==> src/dio_supervisor_regs.svh <==
// timing constants and selector codes for the digital i/o channel supervisor
`ifndef DIO_SUPERVISOR_REGS_SVH
`define DIO_SUPERVISOR_REGS_SVH
`define CLK_HZ            32'h017D7840
`define TICK_US           32'h00000001
`define TICK_CYCLES       (`CLK_HZ / 32'h000F4240 * `TICK_US)
`define FILT_T0_US        32'h00000064
`define FILT_T1_US        32'h000003E8
`define FILT_T2_US        32'h00002710
`define FILT_T3_US        32'h00004E20
`define FILT_DEFAULT      2'h1
`define STRETCH_T0_US     32'h000003E8
`define STRETCH_T1_US     32'h00003A98
`define STRETCH_T2_US     32'h000186A0
`define STRETCH_T3_US     32'h00030D40
`define STRETCH_DEFAULT   2'h1
`define INRUSH_MASK_US    32'h000186A0
`define SAVE_PERIOD_US    32'hD693A400
`define COUNT_SCALE       32'h000003E8
`define LIMIT_MAX         32'h0000FDE8
`endif

==> src/dio_supervisor_pkg.sv <==
// types for the digital i/o channel supervisor
package dio_supervisor_pkg;
  typedef enum logic [1:0] {
    FAULT_CLEAR = 2'h0,
    FAULT_HOLD  = 2'h1,
    FAULT_FORCE = 2'h2
  } fault_action_t;
endpackage

==> src/digital_io_channel_supervisor.sv <==
// digital i/o channel supervisor: filtering, stretching, fault outputs, supervision, counters
`timescale 1ns/1ps
// What this block does
// - flag supply short when supervision enabled
// - mask overcurrent 100 ms after inrush
// - reject input changes shorter than filter time
// - hold detected input for stretch time
// - flag load short when supervision enabled
// - auto restart clears error when short clears
// - manual restart latches error until power-up or until load short supervision is disabled
// - flag open load per channel when enabled
// - fault action per channel: clear, hold, force
// - fault action only when handheld priority selected
// - count ON operations, error above limit
// - limit compared multiplied by one thousand
// - save counts to retained storage hourly
// - resume counts from saved values after power-up

`include "dio_supervisor_regs.svh"

module digital_io_channel_supervisor #(
  parameter int          N_IN          = 8,
  parameter int          N_OUT         = 8,
  parameter int          CW            = 32,
  parameter logic [31:0] INRUSH_US     = `INRUSH_MASK_US,
  parameter logic [31:0] SAVE_US       = `SAVE_PERIOD_US
) (
  input  wire logic                      clk,
  input  wire logic                      rst,
  input  wire logic [N_IN-1:0]           in_pin,
  input  wire logic [1:0]                input_filter_time_sel,
  input  wire logic [1:0]                input_stretch_time_sel,
  output logic      [N_IN-1:0]           in_state,
  input  wire logic                      supply_short_pin,
  input  wire logic                      supply_short_supervise_en,
  output logic                           supply_short_err,
  input  wire logic                      inrush_pin,
  input  wire logic                      inrush_mask_en,
  input  wire logic [N_OUT-1:0]          overcurrent_pin,
  input  wire logic                      load_short_supervise_en,
  input  wire logic                      load_short_restart_mode,
  output logic                           load_short_err,
  input  wire logic [N_OUT-1:0]          open_load_pin,
  input  wire logic                      open_load_supervise_en,
  output logic      [N_OUT-1:0]          open_load_err,
  input  wire logic [N_OUT-1:0]          out_cmd,
  input  wire logic                      comm_fault,
  input  wire logic                      handheld_priority,
  input  wire logic [2*N_OUT-1:0]        comm_fault_output_action,
  output logic      [N_OUT-1:0]          out_drive,
  input  wire logic                      count_en,
  input  wire logic [15:0]               count_limit,
  output logic      [N_IN+N_OUT-1:0]     count_err,
  input  wire logic [(N_IN+N_OUT)*CW-1:0] saved_count,
  output logic                           save_strobe,
  output logic      [(N_IN+N_OUT)*CW-1:0] count_value
);
  localparam int NCH = N_IN + N_OUT;

  // ****************************************
  // microsecond tick prescaler
  // ****************************************
  localparam logic [7:0] TICK_LAST = 8'(`TICK_CYCLES - 1);
  logic [7:0]  pre_reg;
  logic        tick;
  assign tick = (pre_reg == TICK_LAST);

  // one tick per microsecond keeps every interval counter narrow
  // an 8-bit prescaler limits the clock to 256 MHz
  always_ff @(posedge clk) begin
    if (rst || tick) pre_reg <= 8'h00;
    else pre_reg <= pre_reg + 8'h01;
  end

  // selector codes map to interval lengths in ticks
  function automatic logic [17:0] filt_us(input logic [1:0] s);
    case (s)
      2'h0:    filt_us = 18'(`FILT_T0_US);
      2'h1:    filt_us = 18'(`FILT_T1_US);
      2'h2:    filt_us = 18'(`FILT_T2_US);
      default: filt_us = 18'(`FILT_T3_US);
    endcase
  endfunction

  function automatic logic [17:0] stretch_us(input logic [1:0] s);
    case (s)
      2'h0:    stretch_us = 18'(`STRETCH_T0_US);
      2'h1:    stretch_us = 18'(`STRETCH_T1_US);
      2'h2:    stretch_us = 18'(`STRETCH_T2_US);
      default: stretch_us = 18'(`STRETCH_T3_US);
    endcase
  endfunction
  wire logic [17:0] filt_lim    = filt_us(input_filter_time_sel);
  wire logic [17:0] stretch_lim = stretch_us(input_stretch_time_sel);

  // ****************************************
  // pin synchronisers
  // ****************************************
  localparam int SW = N_IN + 3 + 2*N_OUT;
  logic [SW-1:0] s1_reg, s2_reg;
  always_ff @(posedge clk) begin
    s1_reg <= {in_pin, supply_short_pin, inrush_pin, comm_fault,
               overcurrent_pin, open_load_pin};
    s2_reg <= s1_reg;
  end

  // settings and out_cmd come from logic on this clock and skip the stage
  wire logic [N_IN-1:0]  in_s   = s2_reg[SW-1 -: N_IN];
  wire logic             sup_s  = s2_reg[2*N_OUT+2];
  wire logic             inr_s  = s2_reg[2*N_OUT+1];
  wire logic             cf_s   = s2_reg[2*N_OUT];
  wire logic [N_OUT-1:0] oc_s   = s2_reg[2*N_OUT-1 -: N_OUT];
  wire logic [N_OUT-1:0] ol_s   = s2_reg[N_OUT-1:0];

  // ****************************************
  // input filter and stretch per channel
  // ****************************************
  genvar g;
  generate
    for (g = 0; g < N_IN; g++) begin : g_in
      logic        filt_reg;
      logic [17:0] fcnt_reg;
      logic        out_reg;
      logic [17:0] hcnt_reg;
      // a change must persist the whole filter time before acceptance
      always_ff @(posedge clk) begin
        if (rst) begin
          filt_reg <= 1'b0;
          fcnt_reg <= 18'h00000;
        end else if (in_s[g] == filt_reg) begin
          fcnt_reg <= 18'h00000;
        end else if (tick) begin
          if (fcnt_reg + 18'h00001 >= filt_lim) begin
            filt_reg <= in_s[g];
            fcnt_reg <= 18'h00000;
          end else fcnt_reg <= fcnt_reg + 18'h00001;
        end
      end

      // every accepted state stands at least the stretch time
      // a newer change waits until the hold has run out
      always_ff @(posedge clk) begin
        if (rst) begin
          out_reg  <= 1'b0;
          hcnt_reg <= 18'h00000;
        end else if (hcnt_reg != 18'h00000) begin
          if (tick) hcnt_reg <= hcnt_reg - 18'h00001;
        end else if (filt_reg != out_reg) begin
          out_reg  <= filt_reg;
          hcnt_reg <= stretch_lim;
        end
      end

      assign in_state[g] = out_reg;
    end
  endgenerate

  // ****************************************
  // supply short and inrush masking
  // ****************************************
  logic        sup_err_reg;
  logic [17:0] inr_cnt_reg;
  logic        inr_prev_reg;
  wire logic   inr_edge = inr_s && !inr_prev_reg;

  always_ff @(posedge clk) begin
    if (rst) sup_err_reg <= 1'b0;
    else sup_err_reg <= supply_short_supervise_en & sup_s;
  end
  assign supply_short_err = sup_err_reg;

  always_ff @(posedge clk) begin
    if (rst) begin
      inr_cnt_reg  <= 18'h00000;
      inr_prev_reg <= 1'b0;
    end else begin
      inr_prev_reg <= inr_s;
      if (inr_edge && inrush_mask_en) inr_cnt_reg <= INRUSH_US[17:0];
      else if (tick && inr_cnt_reg != 18'h00000) inr_cnt_reg <= inr_cnt_reg - 18'h00001;
    end
  end
  // overcurrent and inrush leave the synchroniser together, so the
  // edge cycle itself is masked as well; a disabled mask never delays a short
  wire logic oc_masked = inrush_mask_en && (inr_edge || inr_cnt_reg != 18'h00000);

  // ****************************************
  // load short and open load
  // ****************************************
  logic             ls_err_reg;
  logic [N_OUT-1:0] ol_err_reg;
  logic             ls_err_next;
  wire logic short_now = load_short_supervise_en && !oc_masked && (|oc_s);

  // a short in the same cycle as a clear wins
  // manual mode only leaves the latch at reset, i.e. power-up, or when load_short_supervise_en is cleared
  assign ls_err_next = short_now ? 1'b1 :
                       !load_short_supervise_en ? 1'b0 :
                       !load_short_restart_mode ? 1'b0 :
                       ls_err_reg;
  always_ff @(posedge clk) begin
    if (rst) ls_err_reg <= 1'b0;
    else ls_err_reg <= ls_err_next;
  end
  assign load_short_err = ls_err_reg;

  // open load follows the pin with no latch
  always_ff @(posedge clk) begin
    if (rst) ol_err_reg <= '0;
    else ol_err_reg <= open_load_supervise_en ? ol_s : '0;
  end
  assign open_load_err = ol_err_reg;

  // ****************************************
  // fault output selection
  // ****************************************
  logic [N_OUT-1:0] drive_reg;
  logic [N_OUT-1:0] drive_next;
  generate
    for (g = 0; g < N_OUT; g++) begin : g_out
      wire logic [1:0] act = comm_fault_output_action[2*g +: 2];
      wire logic drive_high_on_fault = (act == dio_supervisor_pkg::FAULT_FORCE);
      wire logic hold_sel = (act == dio_supervisor_pkg::FAULT_HOLD);
      // without handheld priority, fault turns outputs off
      // hold reads the registered output, not the live command
      assign drive_next[g] = !cf_s ? out_cmd[g] :
                             !handheld_priority ? 1'b0 :
                             drive_high_on_fault ? 1'b1 :
                             hold_sel ? drive_reg[g] : 1'b0;
    end
  endgenerate

  // one register per output keeps the hold path glitch-free
  always_ff @(posedge clk) begin
    if (rst) drive_reg <= '0;
    else drive_reg <= drive_next;
  end
  assign out_drive = drive_reg;

  // ****************************************
  // ON counters, hourly save, resume
  // ****************************************
  // outputs low, inputs high in every per-channel vector
  wire logic [NCH-1:0] ch_on = {in_state, drive_reg};
  logic [NCH-1:0] on_prev_reg;
  logic           loaded_reg;
  logic [31:0]    save_cnt_reg;
  logic           save_reg;
  wire logic [CW-1:0] limit_scaled = CW'(count_limit) * CW'(`COUNT_SCALE);
  // a limit outside 1 to 65000 switches the error off
  wire logic          limit_ok = (count_limit != 16'h0000) && (count_limit <= 16'(`LIMIT_MAX));

  generate
    for (g = 0; g < NCH; g++) begin : g_cnt
      logic [CW-1:0] c_reg;
      logic          err_reg;
      // the first edge after reset reloads the retained value, so a
      // count resumes where the last save left it
      always_ff @(posedge clk) begin
        if (rst) c_reg <= '0;
        else if (!loaded_reg) c_reg <= saved_count[g*CW +: CW];
        else if (ch_on[g] && !on_prev_reg[g]) c_reg <= c_reg + CW'(1);
      end
      always_ff @(posedge clk) begin
        if (rst) err_reg <= 1'b0;
        else err_reg <= count_en && limit_ok && loaded_reg
                               && (c_reg > limit_scaled);
      end
      assign count_value[g*CW +: CW] = c_reg;
      assign count_err[g] = err_reg;
    end
  endgenerate

  always_ff @(posedge clk) begin
    if (rst) begin
      on_prev_reg <= '0;
      loaded_reg  <= 1'b0;
    end else begin
      on_prev_reg <= ch_on;
      loaded_reg  <= 1'b1;
    end
  end
  // 32 bits of microseconds cover the hourly period
  // the strobe lasts one cycle; the store copies count_value then
  always_ff @(posedge clk) begin
    if (rst) begin
      save_cnt_reg <= 32'h00000000;
      save_reg     <= 1'b0;
    end else begin
      save_reg <= 1'b0;
      if (tick) begin
        if (save_cnt_reg + 32'h00000001 >= SAVE_US) begin
          save_cnt_reg <= 32'h00000000;
          save_reg     <= 1'b1;
        end else save_cnt_reg <= save_cnt_reg + 32'h00000001;
      end
    end
  end
  assign save_strobe = save_reg;
endmodule // digital_io_channel_supervisor

==> config.mk <==
export PLATFORM = sky130hd
export DESIGN_NAME = digital_io_channel_supervisor
export DESIGN_NICKNAME = d
export VERILOG_FILES = /design/src/dio_supervisor_pkg.sv /design/src/digital_io_channel_supervisor.sv
export VERILOG_INCLUDE_DIRS = /design/src
export SDC_FILE = /design/constraint.sdc
export NUM_CORES = 2
export LEC_CHECK = 0
export ABC_AREA = 1
export BUFFER_PORTS_ARGS = -buffer_cell sky130_fd_sc_hd__buf_2
export CAP_MARGIN = 20
export CORE_AREA = 3 3 447 449
export DETAILED_ROUTE_END_ITERATION = 10
export DIE_AREA = 0 0 450 452
export GPL_TIMING_DRIVEN = 0
export HOLD_SLACK_MARGIN = 0.03
export PLACE_DENSITY = 0.57
export SETUP_SLACK_MARGIN = 0.5
export SLEW_MARGIN = 20
export SYNTH_ARGS = -nofsm -noshare
export SYNTH_HDL_FRONTEND = slang
export SYNTH_SLANG_ARGS = --single-unit
==> constraint.sdc <==
create_clock -name clk -period 6.4 [get_ports clk]
set_clock_uncertainty 0.2 [all_clocks]
set_input_delay 0.32 -clock clk [delete_from_list [all_inputs] [get_ports clk]]
set_output_delay 0.32 -clock clk [all_outputs]
set_load 0.01 [all_outputs]
==> flow_summary.ini <==
[status]
status = complete, no violations

[setup_path]
crit-reg2reg-capture = g_cnt[0].c_reg[23]
timing.critical_path.fanout_max = 10
r2r_cells = 8
critPathCaptureType = flop
timing.reg2reg.setup_slack_ps = 2450
reg2reg_from = loaded_reg
worst-endpoint-required_ps = 6910
path_class = primary input to flop
timing.critical_path.arrival_ps = 6330
critical_path_source_type = primary input

[final_layout]
area_growth_pct = 29.60
largest_reg_flops = 512
final_layout_size_suffix_gt1_share_pct = 13.83
finish.net_count = 14610
final.fill_count = 20340

[logic_synthesis]
dominantRegCellSynth = dfxtp_1
mean_syn_cell_area_um2 = 6.458
postSynthRegisterBits = 981
syn-cell-area_um2 = 73680
synthDominantCellAreaShare_pct = 26.65
yosysMostFrequentCell = nand2_1
ys_seq_area_share_pct = 26.65
yosysWarnings = 0
synthTopCellsByCount = nand2_1, nor2_1, inv_1
number_of_synthesized_flops_with_an_enable_pin = 0
synth_area_leaders = dfxtp_1, nand2_1, ha_1, nor2_1, a21oi_1
yosys.area.top_type = dfxtp_1
netlist_instances = 11410
synth_async_sr_flop_share_pct = 0
syn_nets = 12640
ys_types = 64

[drt]
wl_per_cell_um = 26.35
route.vias.total = 90910
total_routed_length_mm = 425.6
m1WireLength_mm = 156.8
antenna_violating_nets_remaining = 0
drcViolationCount = 0
drt_first_iter_violations = 10040
route.met2.wl_mm = 181.2
route.detailed.vias_per_inst = 5.628
highest-signal-layer = met5
drt-pass1-iter-count = 8
met3WireLength_mm = 40.81

[placed_design]
post-dp-hpwl_mm = 336.1
global_placer_s_final_weighted_congestion = 1.043
placement.io_buffers = 1146
dp_slack_ps = -1623

[clock_tree]
h-tree-depth = 4
cts_tree = built
worst_setup_hold_path_clk_slew_ps = 50
later_pin_clock_latency_in_the_skew_report_ps = 810
cts_made_buffers = 132
cts_num_sinks = 981
ctsLongestPathBuffers = 3
root_buffer = clkbuf_16

[floorplanning]
io_pins = 1147
design.core.area_um2 = 196600
initial_core_util_pct = 37.48
die_area_um2 = 203400
die_height_um = 452
placement_rows = 163
fp.dieW_um = 450

[sta]
final-hold-violation-count = 0
setup_violations = 0
worst_pin_slew_ps = 1226
min_period_ps = 5822
clock.fmax_mhz = 171.8
postLayoutSetupSlackWorst_ps = 577.9
grt_setup_unrepaired = yes
relSlewSlack_pct = 18.29
final_max_slew_viols = 0
post_route_clock_period_utilization_pct = 90.97

[global_route]
grt_max_degree = 22
first_pass_grt_wire_length_mm = 594.2
globalRouteOverflowTotal = 0
number_of_antenna_violations_at_the_first_check_in_global_routing = 47
gr-usage-all-layers_pct = 39.80
grt_pass1_vias = 83790

[power]
post-layout-total-power_mw = 40.26
worst_ir_drop_vdd_mv = 0.8441
power_density_nw_per_um2 = 421.6
power_leakage_nw = 43.21

[job]
maxCapViolations = 0

[hold_path]
hp-start = supply_short_supervise_en
min_path_cells = 4
timing.hold.worst_endpoint = supply_short_err
kind_of_path_behind_the_tightest_hold_check = primary input to flop
[worst max-delay path by stage]
stage	end	startpoint	depth (start not counted)
after CTS	g_cnt[14].err_reg	count_limit[0]	28
after detailed placement	g_cnt[1].err_reg	count_limit[0]	26
after floorplan	g_cnt[2].err_reg	count_limit[1]	25
after global routing	g_cnt[14].err_reg	count_limit[1]	28
after global placement	g_cnt[13].err_reg	count_limit[1]	26
final	g_cnt[1].err_reg	count_limit[10]	18
[critical path: stages]
cell and delay (ps):
buf_2 120, inv_1 250, fa_1 500, fa_1 510
inv_1 50, fa_1 510, inv_1 60, fa_1 500
inv_1 40, ha_1 360, a21oi_1 210, o21ai_0 140
a21oi_1 300, nand4_1 470, nand2_2 660, buf_2 910
nand2_1 160, a21oi_2 220
[logic make-up after synthesis]
kind of cell	count (synthesis)	synth area share, %
AOI/OAI and AO/OA	1998	15.03
xor gates and xnor gates	451	5.361
adders and majority gates	637	11.37
buffers and inverters	1526	8.169
DFF	981	26.65
muxes	1	0.01528
and+or+nand+nor	5816	33.40
[cell usage in the layout (no fill, tap or decap), drive strengths merged, types with 37 or more instances in the layout]
cell type,instances
xor2,340
o211ai,124
buf,1371
fa,54
o21ai,682
a21oi,927
dfxtp,981
nor4,61
clkbuf,455
nand3b,45
a221oi,52
a211oi,41
inv,1113
nand2,2714
ha,583
a31oi,56
nand4,216
clkinv,37
nand3,587
nor3,316
or2,51
xnor2,111
dlygate4sd3,599
nor2,1764
[power breakdown]
part,switching [mW],total (mW),internal [mW]
Clock,3.21,7.85,4.65
Sequential,1.03,7.75,6.72
Combinational,15.9,24.7,8.75
Total,20.1,40.3,20.1
[layout make-up]
type,count,area [µm²],area share (%)
antenna,34,85.08,0.08910
timing repair buffer,1840,13380,14.01
inverter,1118,4222,4.421
clock buffer,177,3800,3.979
tap,2640,3303,3.459
buffer,408,1887,1.976
sequential,981,19640,20.57
clock inverter,53,648.1,0.6787
multi-input combinational,8903,48530,50.82
[metal layers]
metal	track usage [%]	vias up
met1	46.16	42420
met4	35.97	12
li1	-	41700
met5	0	-
met3	9.150	1449
met2	61.20	5322
[stage by stage]
step                TNS [ps]  hold slack [ps]  std cells  cell area, µm²  utilization (%)
floorplan                  0            109.6      11410           73720                -
global placement      -77150            110.0      15200           82760            42.09
detailed placement    -22270            113.6      15260           84460            42.96
CTS                        0            37.88      16110           95120            48.38
global route               0            94.24      16140           95460            48.55
finish                     0            103.2      16150           95490            48.57
[timing repair]
item                       4_1_cts  5_1_grt
hold endpoints to repair       572        0
hold buffers                   599        0
pin swaps                        5        4
setup buffers                   12       15
resized for setup               25       39
setup endpoints to repair       16       16
No activity file was read; power rests on OpenSTA's default activity.
